## config.mk

```make
export PLATFORM = sky130hd
export DESIGN_NAME = lcrseq_top
export DESIGN_NICKNAME = d
export VERILOG_FILES = /design/src/design/lcrseq_pkg.sv /design/src/design/lcrseq_top.sv /design/src/design/lcrseq_sync.sv
export VERILOG_INCLUDE_DIRS = /design/src /design/src/design
export SDC_FILE = /design/constraint.sdc
export NUM_CORES = 1
export LEC_CHECK = 0
export BUFFER_PORTS_ARGS = -buffer_cell sky130_fd_sc_hd__buf_2
export CORE_MARGIN = 3
export CORE_UTILIZATION = 45
export DETAILED_ROUTE_END_ITERATION = 10
export PLACE_DENSITY_LB_ADDON = 0.08
export SLEW_MARGIN = 15
export SYNTH_ARGS = -nofsm -noshare
export SYNTH_HDL_FRONTEND = slang
export SYNTH_SLANG_ARGS = --single-unit
```

## constraint.sdc

```tcl
create_clock -name mclk -period 6.5 [get_ports mclk]
set_clock_uncertainty 0.05 [all_clocks]
set_input_delay 1.3 -clock mclk [delete_from_list [all_inputs] [get_ports mclk]]
set_output_delay 1.3 -clock mclk [all_outputs]
set_load 0.005 [all_outputs]
```

## src/design/lcrseq_regs.svh

```systemverilog
`ifndef LCRSEQ_REGS_SVH
`define LCRSEQ_REGS_SVH
`define LCRSEQ_CODE_W 7
`define LCRSEQ_S001 7'h01
`define LCRSEQ_S010 7'h08
`define LCRSEQ_S011 7'h09
`define LCRSEQ_S012 7'h0A
`define LCRSEQ_S013 7'h0B
`define LCRSEQ_S031 7'h19
`define LCRSEQ_S032 7'h1A
`define LCRSEQ_S033 7'h1B
`define LCRSEQ_S034 7'h1C
`define LCRSEQ_S035 7'h1D
`define LCRSEQ_S036 7'h1E
`define LCRSEQ_S037 7'h1F
`define LCRSEQ_S040 7'h20
`define LCRSEQ_S041 7'h21
`define LCRSEQ_S042 7'h22
`define LCRSEQ_S043 7'h23
`define LCRSEQ_S044 7'h24
`define LCRSEQ_S045 7'h25
`define LCRSEQ_S046 7'h26
`define LCRSEQ_S047 7'h27
`define LCRSEQ_S050 7'h28
`define LCRSEQ_S051 7'h29
`define LCRSEQ_S052 7'h2A
`define LCRSEQ_S053 7'h2B
`define LCRSEQ_S054 7'h2C
`define LCRSEQ_S055 7'h2D
`define LCRSEQ_S000 7'h00
`endif

```

## src/design/lcrseq_pkg.sv

```systemverilog
package lcrseq_pkg;
   typedef enum logic [1:0] {
      FUNC_R = 2'h0,
      FUNC_C = 2'h1,
      FUNC_L = 2'h2
   } lcrseq_func_t;
   typedef enum logic [1:0] {
      MODEL_AUTO     = 2'h0,
      PARALLEL_MODEL = 2'h1,
      SERIES_MODEL   = 2'h2
   } lcrseq_model_t;
   typedef enum logic [1:0] {
      TEST_NONE = 2'h0,
      TEST_ONE  = 2'h1,
      TEST_TWO  = 2'h2
   } lcrseq_test_t;
   typedef struct packed {
      lcrseq_func_t  func;
      lcrseq_model_t model;
      lcrseq_test_t  test;
      logic          range_hold;
      logic          external_trigger;
   } lcrseq_cfg_t;
   typedef struct packed {
      logic open_unk;
      logic short_unk;
      logic in_range;
   } lcrseq_stat_t;
endpackage

```

## src/design/lcrseq_top.sv

```systemverilog
`timescale 1ns/1ps
`default_nettype none
`include "lcrseq_regs.svh"
module lcrseq_top (
   input  wire logic                 mclk,
   input  wire logic                 nrst,
   input  wire logic                 state_clk_en,
   input  wire logic                 panel_reset,
   input  wire lcrseq_pkg::lcrseq_cfg_t  cfg,
   input  wire lcrseq_pkg::lcrseq_stat_t stat,
   output logic [`LCRSEQ_CODE_W-1:0] state_code,
   output logic                      state_strobe
);
   import lcrseq_pkg::*;

   localparam int SYNC_W = $bits(lcrseq_cfg_t) + $bits(lcrseq_stat_t) + 1;

   logic [SYNC_W-1:0]         sync_q;
   lcrseq_cfg_t               cfg_s;
   lcrseq_stat_t              stat_s;
   logic                      rst_s;
   logic                      rst_d_r;
   logic [`LCRSEQ_CODE_W-1:0] code_r;
   logic [`LCRSEQ_CODE_W-1:0] code_nxt;
   logic                      strobe_nxt;
   logic                      auto_r;
   logic                      auto_nxt;

   // Panel settings and analogue status are asynchronous to the state clock.
   lcrseq_sync #(
      .W (SYNC_W)
   ) u_sync (
      .mclk (mclk),
      .nrst (nrst),
      .d    ({panel_reset, cfg, stat}),
      .q    (sync_q)
   );
   assign {rst_s, cfg_s, stat_s} = sync_q;

   wire reset_edge = rst_s && !rst_d_r;

   // Branch choice after the initial setup states: self-test (011) or model selection (037).
   function automatic logic [`LCRSEQ_CODE_W-1:0] after_setup(input lcrseq_cfg_t c);
      if (c.test != TEST_NONE)
         after_setup = `LCRSEQ_S011;
      else
         after_setup = `LCRSEQ_S037;
   endfunction

   always_comb begin
      code_nxt   = code_r;
      auto_nxt   = auto_r;
      strobe_nxt = 1'b0;
      if (reset_edge) begin
         code_nxt   = `LCRSEQ_S001;
         auto_nxt   = 1'b0;
         strobe_nxt = 1'b1;
      end else if (state_clk_en) begin
         strobe_nxt = 1'b1;
         // One step per state clock; the conditional branches read the synchronized cfg_s and stat_s.
         unique case (code_r)
            `LCRSEQ_S010: code_nxt = after_setup(cfg_s);
            `LCRSEQ_S011: code_nxt = `LCRSEQ_S012;
            `LCRSEQ_S012: begin
               if (cfg_s.test == TEST_TWO)
                  code_nxt = `LCRSEQ_S031;
               else
                  code_nxt = `LCRSEQ_S013;
            end
            `LCRSEQ_S031: begin
               if (cfg_s.range_hold)
                  code_nxt = `LCRSEQ_S033;
               else
                  code_nxt = `LCRSEQ_S032;
            end
            `LCRSEQ_S032: code_nxt = `LCRSEQ_S034;
            `LCRSEQ_S033: code_nxt = `LCRSEQ_S034;
            `LCRSEQ_S034: begin
               if (cfg_s.range_hold)
                  code_nxt = `LCRSEQ_S035;
               else
                  code_nxt = `LCRSEQ_S036;
            end
            `LCRSEQ_S036: code_nxt = `LCRSEQ_S035;
            `LCRSEQ_S035: code_nxt = `LCRSEQ_S013;
            `LCRSEQ_S037: begin
               auto_nxt = (cfg_s.model == MODEL_AUTO);
               if (cfg_s.model == MODEL_AUTO)
                  code_nxt = `LCRSEQ_S042;
               else
                  code_nxt = `LCRSEQ_S040;
            end
            `LCRSEQ_S040: begin
               if (cfg_s.model == SERIES_MODEL)
                  code_nxt = `LCRSEQ_S055;
               else
                  code_nxt = `LCRSEQ_S041;
            end
            `LCRSEQ_S041: code_nxt = `LCRSEQ_S035;
            `LCRSEQ_S042: code_nxt = `LCRSEQ_S043;
            `LCRSEQ_S043: begin
               if (cfg_s.func == FUNC_C && stat_s.open_unk)
                  code_nxt = `LCRSEQ_S046;
               else if (cfg_s.func == FUNC_R && stat_s.short_unk)
                  code_nxt = `LCRSEQ_S046;
               else
                  code_nxt = `LCRSEQ_S044;
            end
            `LCRSEQ_S044: begin
               if (stat_s.in_range)
                  code_nxt = `LCRSEQ_S045;
               else
                  code_nxt = `LCRSEQ_S051;
            end
            `LCRSEQ_S045: code_nxt = `LCRSEQ_S013;
            `LCRSEQ_S046: begin
               if (stat_s.short_unk)
                  code_nxt = `LCRSEQ_S052;
               else
                  code_nxt = `LCRSEQ_S047;
            end
            `LCRSEQ_S051: begin
               if (stat_s.short_unk)
                  code_nxt = `LCRSEQ_S052;
               else
                  code_nxt = `LCRSEQ_S047;
            end
            `LCRSEQ_S047: code_nxt = `LCRSEQ_S050;
            `LCRSEQ_S050: code_nxt = `LCRSEQ_S013;
            `LCRSEQ_S052: code_nxt = `LCRSEQ_S013;
            `LCRSEQ_S055: code_nxt = `LCRSEQ_S035;
            `LCRSEQ_S013: code_nxt = `LCRSEQ_S013;
            `LCRSEQ_S000: code_nxt = `LCRSEQ_S000;
            default: begin
               // Setup states 001 to 007 simply count upward.
               if (code_r >= `LCRSEQ_S001 && code_r < `LCRSEQ_S010)
                  code_nxt = code_r + 7'h01;
               else
                  code_nxt = `LCRSEQ_S000;
            end
         endcase
      end
   end

   always_ff @(posedge mclk or negedge nrst) begin
      if (!nrst) begin
         code_r       <= `LCRSEQ_S000;
         auto_r       <= 1'b0;
         rst_d_r      <= 1'b0;
         state_code   <= `LCRSEQ_S000;
         state_strobe <= 1'b0;
      end else begin
         code_r       <= code_nxt;
         auto_r       <= auto_nxt;
         rst_d_r      <= rst_s;
         state_code   <= code_nxt;
         state_strobe <= strobe_nxt;
      end
   end
endmodule
`default_nettype wire

```

## src/design/lcrseq_sync.sv

```systemverilog
`timescale 1ns/1ps
`default_nettype none
module lcrseq_sync #(
   parameter int W = 1
) (
   input  wire logic         mclk,
   input  wire logic         nrst,
   input  wire logic [W-1:0] d,
   output logic      [W-1:0] q
);
   logic [W-1:0] meta_r;
   always_ff @(posedge mclk or negedge nrst) begin
      if (!nrst) begin
         meta_r <= '0;
         q      <= '0;
      end else begin
         meta_r <= d;
         q      <= meta_r;
      end
   end
endmodule
`default_nettype wire

```

Yosys cells after proc, flatten, opt, wreduce, memory -nomap -nowiden
Index checks and enable logic that the tools add are counted.
{"block": "classes", "n_addsub": 1, "eq_ne": 26, "n_reduce_logical": 14, "n_mux": 16, "n_lt_le_gt_ge": 2}
{"cell": "$pmux 7 s16", "count": 1}
{"cell": "$eq 7x6->1 const B", "count": 12}
{"cell": "$eq 7x5->1 const B", "count": 7}
{"cell": "$eq 7x4->1 const B", "count": 4}
{"cell": "$mux 7", "count": 3}
{"cell": "$mux 4", "count": 3}
{"cell": "$mux 5", "count": 2}
{"cell": "$mux 2", "count": 4}
{"cell": "$add 7x1->7 const B", "count": 1}
{"cell": "$ge 7x1->1 const B", "count": 1}
{"cell": "$logic_not 7->1", "count": 1}
{"cell": "$lt 7x4->1 const B", "count": 1}
{"cell": "$reduce_or 5->1", "count": 1}
{"cell": "$eq 2x2->1 const B", "count": 2}
{"cell": "$logic_and 1x1->1", "count": 4}
{"cell": "$logic_not 2->1", "count": 2}
{"cell": "$reduce_bool 2->1", "count": 2}
{"cell": "$reduce_or 2->1", "count": 2}
{"cell": "$mux 1", "count": 3}
{"cell": "$reduce_or 3->1", "count": 1}
{"cell": "$eq 2x1->1 const B", "count": 1}
{"cell": "$logic_not 1->1", "count": 1}
{"block": "word_totals", "output_inout_bits": 8, "elab_cells": 64, "register_bits": 33}

Longest topological paths before layout
Gate-level depths: netlist of run 1.
{"block": "logic_depth", "ltp_word": 7, "depth_mapped": 8, "mapped_depth_nobuf": 7}

By module
A second synthesis of run 1 with hierarchy kept.
{"block": "unflattened", "cells_unflattened": 173, "area_unflattened_um2": 1672.9}
{"mod": "lcrseq_top", "seq_area_each_um2": 225.2, "area_each_um2": 1072.3, "cells_per_inst": 149, "n_inst": 1}
{"mod": "lcrseq_sync", "seq_area_each_um2": 600.6, "area_each_um2": 600.6, "cells_per_inst": 24, "n_inst": 1}

Worst setup path before layout of run 1
No wires, ideal clock.
{"block": "synth_timing", "path_kind": "register to register", "from": "reg code_r[0]", "to": "reg code_r[3]", "arrival_ps": 2097, "slack_ps": 4273, "n_path_buf": 1, "path_stages_with_launch": 9, "synth_period_minus_slack_ps": 2227, "path_cell_list": "dfrtp_1 inv_1 ha_1 buf_1 nor3_1 o31ai_1 a2111oi_0 mux2_1 o211ai_2"}
{"block": "synth_via", "elab_chain_cells": 6, "elab_cells_between_ends": 36}
{"element": "from (decl)", "line_no": "lcrseq_top.sv:23", "text": "logic [`LCRSEQ_CODE_W-1:0] code_r;"}
{"element": "from (signal assigned)", "line_no": "lcrseq_top.sv:147", "text": "code_r <= `LCRSEQ_S000;"}
{"element": "from (signal assigned)", "line_no": "lcrseq_top.sv:153", "text": "code_r <= code_nxt;"}
{"element": "$ge 7x1->1 (no line) / $lt 7x4->1 (equally long branches)"}
{"element": "$logic_and 1x1->1 (no line)"}
{"element": "$mux 7", "line_no": "lcrseq_top.sv:136", "text": "if (code_r >= `LCRSEQ_S001 && code_r < `LCRSEQ_S010)"}
{"element": "$pmux 7 s16 (*)", "line_no": "lcrseq_top.sv:61", "text": "unique case (code_r)"}
{"element": "$mux 7 (*)", "line_no": "lcrseq_top.sv:58", "text": "end else if (state_clk_en) begin"}
{"element": "$mux 7 (*)", "line_no": "lcrseq_top.sv:54", "text": "if (reset_edge) begin"}
Every way passes the cells marked *; elsewhere a longest branch is shown, timed or not. The select of a mux whose other input is x is not followed.
A chain may end at the register's enable or synchronous reset.

==> results of run 1 <==
[area by class of cell]
class                           instances  area, sq um  area share
Tap cell                               44         55.1      0.0319
Sequential cell                        31          776       0.450
Clock inverter                          3         20.0      0.0116
Timing Repair Buffer                   21          105      0.0610
Multi-Input combinational cell         99          701       0.406
Clock buffer                            5         37.5      0.0218
Inverter                                8         30.0      0.0174
[metrics by stage]
step	setup WS, ns	hold WS, ns
3_3_place_gp	4.12	0.283
2_1_floorplan	4.27	0.281
4_1_cts	3.87	0.311
6_report	3.87	0.308
3_5_place_dp	4.07	0.286
5_1_grt	3.72	0.318
[synthesized netlist by cell type (all sizes together), types with 2 or more instances]
library cell | number | share of area
or2 | 4 | 0.016
a2111oi | 4 | 0.024
nor3 | 5 | 0.016
nand2 | 8 | 0.020
nand2b | 7 | 0.029
nand3b | 3 | 0.015
o211ai | 2 | 0.016
o21ai | 7 | 0.023
mux2i | 2 | 0.013
nor4b | 3 | 0.017
nor4 | 3 | 0.012
o22ai | 4 | 0.020
nor2b | 3 | 0.012
nor2 | 6 | 0.015
nand4 | 2 | 0.0082
ha | 4 | 0.033
inv | 8 | 0.020
o31ai | 2 | 0.0098
dfrtp | 31 | 0.51
or3 | 3 | 0.012
or4 | 4 | 0.022
or4b | 2 | 0.016
and2 | 2 | 0.0082
nand3 | 2 | 0.0065
buf | 5 | 0.016
[how the worst max path moves through the flow]
| stage | to | from | cells after the start |
|---|---|---|---|
| floorplan | code_r[3]$_DFFE_PN0P_ | code_r[0]$_DFFE_PN0P_ | 8 |
| global placement | code_r[1]$_DFFE_PN0P_ | code_r[1]$_DFFE_PN0P_ | 7 |
| detailed placement | code_r[3]$_DFFE_PN0P_ | code_r[0]$_DFFE_PN0P_ | 7 |
| CTS | state_code[2] | code_r[2]$_DFFE_PN0P_ | 1 |
| global route | code_r[3]$_DFFE_PN0P_ | code_r[0]$_DFFE_PN0P_ | 7 |
| finish | state_code[2] | code_r[2]$_DFFE_PN0P_ | 1 |
[cell usage in the layout, fill, tap and decap left out, types with 2 or more instances in the layout]
master	synthesis	routed
o211ai_2	2	2
or3_1	3	3
clkbuf_4	0	5
or4_1	3	3
inv_1	8	8
nor3_1	5	5
ha_1	4	4
nor2_1	6	6
o21ai_0	4	4
a2111oi_0	3	3
nand2b_1	7	7
mux2i_1	2	2
o21ai_1	3	3
buf_2	4	21
o22ai_1	3	3
nor2b_1	3	3
nand3b_1	3	3
and2_1	2	2
nor4b_1	3	3
nor4_1	3	3
nand3_1	2	2
nand2_1	8	8
or2_1	3	3
nand4_1	2	2
clkinvlp_4	0	2
o31ai_1	2	2
dfrtp_1	31	31
[power groups by stage]
| stage | logic [mW] | registers, mW | clock network [mW] |
|---|---|---|---|
| floorplan | 0.109 | 0.221 | 0 |
| global placement | 0.140 | 0.231 | 0 |
| detailed placement | 0.142 | 0.232 | 0 |
| CTS | 0.142 | 0.228 | 0.114 |
| global route | 0.160 | 0.232 | 0.125 |
| finish | 0.144 | 0.229 | 0.110 |
[cell families after synthesis]
logic type,Yosys count,synth area share
compound gates,30,0.153
mux,3,0.0204
simple gates,62,0.252
fa+ha+maj,4,0.0327
buf+inv,13,0.0352
flops,31,0.507
[flip-flops by register name, indices dropped and copies added, names as in the netlist]
signal / cells
code_r: 7
rst_d_r: 1
state_strobe: 1
u_sync.meta_r: 11
u_sync.q: 11
[routing by layer]
metal | GRT usage | part of all wire
met4 | 0.0765 | 0.014
met5 | 0 | 0
met1 | 0.244 | 0.43
met2 | 0.274 | 0.48
met3 | 0.0527 | 0.077
==> qor.yml, run 1 <==
status:
  outcome: "completed"
critical_path:
  r2r-start: "code_r[0]$_DFFE_PN0P_"
  ff2ff_path_depth: 7
  path_buf_inv: 1
  critical_path.top_delay_family: "flip-flops"
  timing.rr.end: "code_r[3]$_DFFE_PN0P_"
  crit_chain: "buf_2"
  crit_type: "reg -> out"
  cp.arrival_ns: 1.28
  startpoint_type: "flop"
  slowest_stage: "dfrtp_1"
  cpPeakStageDelay_ns: 0.73
  path_max_fanout: 20
  r2r_setup_slack_ns: 4.02
  cp.required_ns: 5.15
  critPathCaptureType: "output port"
die:
  die_y_um: 64.3
  rows: 20
  start_util: 0.485
  chipWidth_um: 64.3
  die_area_sq_mm: 0.00414
  core_sq_mm: 0.00315
  io_pins: 23
finish:
  drive_gt1_frac: 0.216
  final_util: 0.547
  filler_cell_count: 296
  diodes: 0
  syn_to_final_growth_pct: 12.7
  nets: 185
  stdcell_count: 211
  stdcell_area_sq_mm: 0.00172
placed_design:
  place_area_sq_mm: 0.00167
  dp_cells: 203
  io_buffers: 21
  hpwlAfterDp_um: 2510
  place.gp.congestion: 0.873
synth:
  synth_ff_type: "dfrtp_1"
  synth.ff_latch_count: 31
  ys_warn_count: 0
  syn_area_per_cell_sq_um: 10.7
  yosysSeqAreaShare: 0.507
  netlist_instances: 143
  synth.net_count: 162
  async_flop_share: 1.00
  synth_area_sq_mm: 0.00153
  ys_types: 49
  synth_edf_count: 0
clocking:
  h-tree-depth: 2
  clk_latency_ns: 0.33
  cts.sinks: 31
  cts_tree: "done"
  cts_made_buffers: 5
  ctsResizeCount: 0
  cts_setup_buffers: 0
  path_clk_slew_ns: 0.10
  clockRootBuffer: "clkbuf_4"
  hold_buffers: 0
  clockBufferDepth: 2
global_route:
  antenna_found_initial: 0
  grt_overflow_total: 0
  grt_usage: 0.182
  grt_pass1_wl_um: 5690
  grt_pass1_vias: 1149
  grt_max_degree: 32
power:
  ir_drop_mv: 0.168
  total_power_uw: 482
  power_density_mw_per_mm2: 280
  pwr-share-comb: 0.298
  power_switching_uw: 174
  seq_power_share: 0.474
  power.internal_uw: 309
  swShare: 0.360
  p_leak_nw: 0.733
  clkPwrFrac: 0.228
timing:
  setup_tns_ns: 0
  slew_violations: 0
  fmax_mhz: 380
  tightest_slew_ns: 0.645
  period_share: 0.405
  rsz0062_at_grt: "no"
  setup-violations-final: 0
  fin_crit_ns: 2.63
  relSlewSlack: 0.570
  timing_hold_violations_final: 0
run:
  cap_violations: 0
drt:
  totalWireLength_um: 3440
  vias_per_cell: 6.05
  num_vias: 1277
  ant_nets: 0
  wire_per_inst_um: 16.3
  drt_first_pass_iters: 4
  drcViolationCount: 0
  first_iter_violations: 106
worst_hold_path:
  min-delay-start: "u_sync.meta_r[5]$_DFF_PN0_"
  hold_path_end: "u_sync.q[5]$_DFF_PN0_"
  holdPathStages: 0
  min_path_type: "reg -> reg"
(Power assumes the default switching activity.)
==> run 2, diff against run 1 <==
- clock period: 6.5 -> 2.5 ns (I/O delays scaled with it)
==> run 2 against run 1 <==
Against the previous run: critical path depth grew 6; critical path type is now reg -> reg; worst setup slack worse by 3.7 ns; power increased to 2.7 times the previous value; routed wire length did not move; worst hold slack lost 0.18 ns; design area grew 2.9%; combinational power grew to 3.1 times the previous value; clock-buffer cell count increased by 1; via count is 3.3% lower; flip-flop and latch count unchanged.
==> qor.yml, run 2 (synthesis results as in run 1) <==
status:
  outcome: "completed"  # unchanged
die:
  io_pins: 23  # unchanged
  die_area_sq_mm: 0.00414  # unchanged
  core_sq_mm: 0.00315  # unchanged
  rows: 20  # unchanged
  start_util: 0.485  # unchanged
  chipWidth_um: 64.3  # unchanged
  die_y_um: 64.3  # unchanged
global_route:
  grt_max_degree: 32  # unchanged
  grt_pass1_vias: 1152  # was 1149
  grt_usage: 0.177  # was 0.182
  antenna_found_initial: 0  # unchanged
  grt_overflow_total: 0  # unchanged
  grt_pass1_wl_um: 5530  # was 5690 um
clocking:
  cts.sinks: 31  # unchanged
  hold_buffers: 0  # unchanged
  clk_latency_ns: 0.33  # about the same
  cts_tree: "done"  # unchanged
  path_clk_slew_ns: 0.10  # about the same
  cts_made_buffers: 5  # unchanged
  h-tree-depth: 2  # unchanged
  clockRootBuffer: "clkbuf_4"  # unchanged
  clockBufferDepth: 2  # unchanged
finish:
  drive_gt1_frac: 0.250  # was 0.216
  final_util: 0.563  # was 0.547
  syn_to_final_growth_pct: 15.9  # was 12.7%
  layout_common_cells: "31 x dfrtp_1, 21 x buf_2, 8 x inv_1, 8 x nand2_1, 7 x nand2b_1"  # unchanged
  reg.largest.list: "u_sync.meta_r (11), u_sync.q (11), code_r (7)"  # unchanged
  nets: 190  # was 185
  diodes: 0  # unchanged
  final_common_cell: "dfrtp_1"  # unchanged
power:
  p_leak_nw: 0.766  # was 0.733 nW
  ir_drop_mv: 0.365  # was 0.168 mV
  power_density_mw_per_mm2: 736  # was 280 mW/mm^2
critical_path:
  critPathCaptureType: "flop"  # was output port
  startpoint_type: "flop"  # unchanged
  cp.arrival_ns: 2.53  # was 1.28 ns
  cp.required_ns: 2.66  # was 5.15 ns
  crit_type: "reg -> reg"  # was reg -> out
  r2r_setup_slack_ns: 0.13  # was 4.02 ns
  path_max_fanout: 7  # was 20
timing:
  relSlewSlack: 0.570  # about the same
  fin_crit_ns: 2.37
  setup-violations-final: 0  # unchanged
  slew_violations: 0  # unchanged
  rsz0062_at_grt: "no"  # unchanged
  tightest_slew_ns: 0.645  # about the same
  timing_hold_violations_final: 0  # unchanged
  setup_tns_ns: 0  # unchanged
  fmax_mhz: 422
  period_share: 0.948
drt:
  vias_per_cell: 5.72  # was 6.05
  num_vias: 1235  # was 1277
  ant_nets: 0  # unchanged
  drt-met1-wl_um: 1590  # was 1480 um
  totalWireLength_um: 3440  # unchanged
  highest_layer: "met4"  # unchanged
  first_iter_violations: 109  # was 106
  route.met3.wl_um: 195  # was 264 um
  met2WireLength_um: 1600  # was 1650 um
  drt_first_pass_iters: 4  # unchanged
  drcViolationCount: 0  # unchanged
  wire_per_inst_um: 15.9  # was 16.3 um
placed_design:
  hpwlAfterDp_um: 2530  # was 2510 um
  io_buffers: 21  # unchanged
  place.gp.congestion: 0.892  # was 0.873
worst_hold_path:
  min_path_type: "in -> async"  # was reg -> reg
run:
  cap_violations: 0  # unchanged
## run 2: area by class of cell
cell class	instances	area, sq um
repair buffers	26	143
fillers	285	1380
well taps	44	55.1
multi-input cells	99	717
inverters	8	30.0
clock inverters	2	12.5
flip-flops and latches	31	776
clock buffers	6	41.3
## run 2: per-layer routing
layer / global-route usage / up-vias
met5: 0 / -
met4: 0.0633 / 0
met2: 0.271 / 36
li1: - / 594
met3: 0.0475 / 8
met1: 0.241 / 597
## run 2: final timing paths
path | from | to | cells after the start
min reg2reg | u_sync.meta_r[11]$_DFF_PN0_ | u_sync.q[11]$_DFF_PN0_ | 0
min | nrst | code_r[4]$_DFFE_PN0P_ | 1
max | code_r[0]$_DFFE_PN0P_ | code_r[4]$_DFFE_PN0P_ | 7
max reg2reg | code_r[0]$_DFFE_PN0P_ | code_r[4]$_DFFE_PN0P_ | 7
max in group asynchronous | nrst | u_sync.q[4]$_DFF_PN0_ | 1
min in group mclk | cfg[7] | u_sync.meta_r[10]$_DFF_PN0_ | 1
## run 2: timing repair
action                     4_1_cts  5_1_grt
setup buffers                    0        0
resized for setup                0        4
setup endpoints to repair        0        3
## run 2: stage by stage
step           power, mW  cells  worst slack (ns)  hold slack (ns)  cell area, sq um
2_1_floorplan      0.860    143             0.273            0.154              1530
3_3_place_gp        1.00    208             0.173            0.282              1700
3_5_place_dp        1.00    208             0.132            0.287              1700
4_1_cts             1.29    216             0.102            0.152              1760
5_1_grt             1.39    216            0.0168            0.176              1770
6_report            1.31    216             0.129            0.124              1770
## run 2: worst max-delay path, cell delays in order (launching register included)
cell,delay (ns)
dfrtp_1,0.46
inv_1,0.11
ha_1,0.29
nor3_1,0.29
nor4_1,0.14
o21bai_1,0.22
a2111oi_0,0.58
o21ai_1,0.11
## run 2: power breakdown
part | internal (mW) | switching [mW] | leakage, nW | total, mW
sequential | 0.538 | 0.0443 | 0.373 | 0.583
clock | 0.108 | 0.170 | 0.0282 | 0.278
combinational | 0.205 | 0.241 | 0.365 | 0.446
==> run 3, diff against run 2 <==
- PLACE_DENSITY: not set -> 0.65
- PLACE_DENSITY_LB_ADDON: 0.08 -> not set
==> run 3 against run 2 <==
Against the previous run: design area increased by 0.78%; first-iteration DRC count increased by 36%; combinational power decreased by 1%; routed wire length increased by 6.0%; critical path depth unchanged; critical path type unchanged.
==> qor.yml, run 3 (synthesis results as in run 1) <==
global_route:
  antenna_found_initial: 0  # unchanged
  grt_pass1_wl_um: 6180  # was 5530 um
  grt_usage: 0.199  # was 0.177
  grt_overflow_total: 0  # unchanged
  grt_pass1_vias: 1257  # was 1152
  grt_max_degree: 32  # unchanged
critical_path:
  startpoint_type: "flop"  # unchanged
  crit_type: "reg -> reg"  # unchanged
  path_max_fanout: 6  # was 7
  critPathCaptureType: "flop"  # unchanged
  cp.required_ns: 2.66  # about the same
  cp.arrival_ns: 2.50  # was 2.53 ns
finish:
  final_common_cell: "dfrtp_1"  # unchanged
  reg.largest.list: "u_sync.meta_r (11), u_sync.q (11), code_r (7)"  # unchanged
  stdcell_area_sq_mm: 0.00179  # was 0.00177 sq mm
  layout_common_cells: "30 x dfrtp_1, 21 x buf_2, 8 x inv_1, 8 x nand2_1, 7 x nand2b_1"  # was 31 x dfrtp_1, 21 x buf_2, 8 x inv_1, 8 x nand2_1, 7 x nand2b_1
  drive_gt1_frac: 0.262  # was 0.250
  nets: 191  # was 190
  filler_cell_count: 310  # was 285
  syn_to_final_growth_pct: 16.8  # was 15.9%
  diodes: 0  # unchanged
power:
  ir_drop_mv: 0.406  # was 0.365 mV
  power_density_mw_per_mm2: 734  # was 736 mW/mm^2
  p_leak_nw: 0.776  # was 0.766 nW
die:
  die_area_sq_mm: 0.00414  # unchanged
  core_sq_mm: 0.00315  # unchanged
  start_util: 0.485  # unchanged
  chipWidth_um: 64.3  # unchanged
  rows: 20  # unchanged
  io_pins: 23  # unchanged
  die_y_um: 64.3  # unchanged
timing:
  setup-violations-final: 0  # unchanged
  fin_crit_ns: 2.34  # was 2.37 ns
  slew_violations: 0  # unchanged
  fmax_mhz: 427  # was 422 MHz
  post-route-worst-setup-slack_ns: 0.157  # was 0.129 ns
  timing_hold_violations_final: 0  # unchanged
  relSlewSlack: 0.568  # was 0.570
  period_share: 0.937  # was 0.948
  tightest_slew_ns: 0.649  # was 0.645 ns
drt:
  num_vias: 1267  # was 1235
  totalWireLength_um: 3650  # was 3440 um
  first_iter_violations: 148  # was 109
  wire_per_inst_um: 16.9  # was 15.9 um
  drcViolationCount: 0  # unchanged
  ant_nets: 0  # unchanged
  vias_per_cell: 5.87  # was 5.72
  drt_first_pass_iters: 4  # unchanged
placed_design:
  dp_slack_ns: -0.0185  # was 0.132 ns
  io_buffers: 21  # unchanged
  place_area_sq_mm: 0.00171  # was 0.00170 sq mm
  hpwlAfterDp_um: 2700  # was 2530 um
  place.gp.congestion: 0.907  # was 0.892
clocking:
  path_clk_slew_ns: 0.09  # was 0.10 ns
  clockRootBuffer: "clkbuf_4"  # unchanged
  cts_tree: "done"  # unchanged
  cts.sinks: 31  # unchanged
  clockBufferDepth: 2  # unchanged
  cts_setup_buffers: 0  # unchanged
  h-tree-depth: 2  # unchanged
  cts_made_buffers: 5  # unchanged
  clk_latency_ns: 0.33  # about the same
  ctsResizeCount: 1  # was 0
  hold_buffers: 0  # unchanged
worst_hold_path:
  min_path_type: "in -> async"  # unchanged
status:
  outcome: "completed"  # unchanged
run:
  cap_violations: 0  # unchanged
## run 3: critical path: stages, from the launching register on
cell and delay (ns):
dfrtp_1 0.45, inv_1 0.15, ha_1 0.28, or4b_1 0.45
o31ai_1 0.16, nor2_1 0.13, a2111oi_2 0.44, o22ai_2 0.10
## run 3: cell type report
cell class | instances | area, sq um | area share
sequential | 31 | 777 | 0.435
timing repair buffer | 27 | 150 | 0.0840
clock inverter | 1 | 5.00 | 0.00280
multi-input combinational | 99 | 719 | 0.402
clock buffer | 6 | 51.3 | 0.0287
tap | 44 | 55.1 | 0.0308
inverter | 8 | 30.0 | 0.0168
## run 3: layer usage
layer	routed length (um)	vias up	part of all wire	track usage
met5	0	-	0	0
met4	61	0	0.017	0.0897
met3	259	8	0.071	0.0510
met2	1720	58	0.47	0.314
met1	1610	610	0.44	0.255
li1	-	591	-	-
## run 3: final timing paths
check,from,end,slack (ns),depth (start not counted)
setup / recovery,code_r[1]$_DFFE_PN0P_,code_r[1]$_DFFE_PN0P_,0.16,7
hold / removal,nrst,u_sync.q[6]$_DFF_PN0_,0.13,1
setup reg to reg,code_r[1]$_DFFE_PN0P_,code_r[1]$_DFFE_PN0P_,0.16,7
hold reg to reg,u_sync.meta_r[8]$_DFF_PN0_,u_sync.q[8]$_DFF_PN0_,0.30,0
max in group asynchronous,nrst,code_r[0]$_DFFE_PN0P_,1.81,1
min in group mclk,cfg[2],u_sync.meta_r[5]$_DFF_PN0_,0.22,1
## run 3: power breakdown
group	switching [mW]	internal, mW	total, mW
Combinational	0.245	0.196	0.441
Sequential	0.0451	0.539	0.584
Clock	0.158	0.130	0.288
Total	0.447	0.866	1.31
## run 3: stage by stage
stage | instances | setup TNS (ns) | util | power [mW] | hold WS (ns)
after floorplan | 143 | 0 | - | 0.860 | 0.154
after global placement | 209 | -0.0679 | 0.543 | 0.992 | 0.283
after detailed placement | 209 | -0.0185 | 0.543 | 1.00 | 0.286
after CTS | 216 | 0 | 0.561 | 1.30 | 0.162
after global routing | 216 | -0.00271 | 0.567 | 1.39 | 0.170
final | 216 | 0 | 0.567 | 1.31 | 0.135
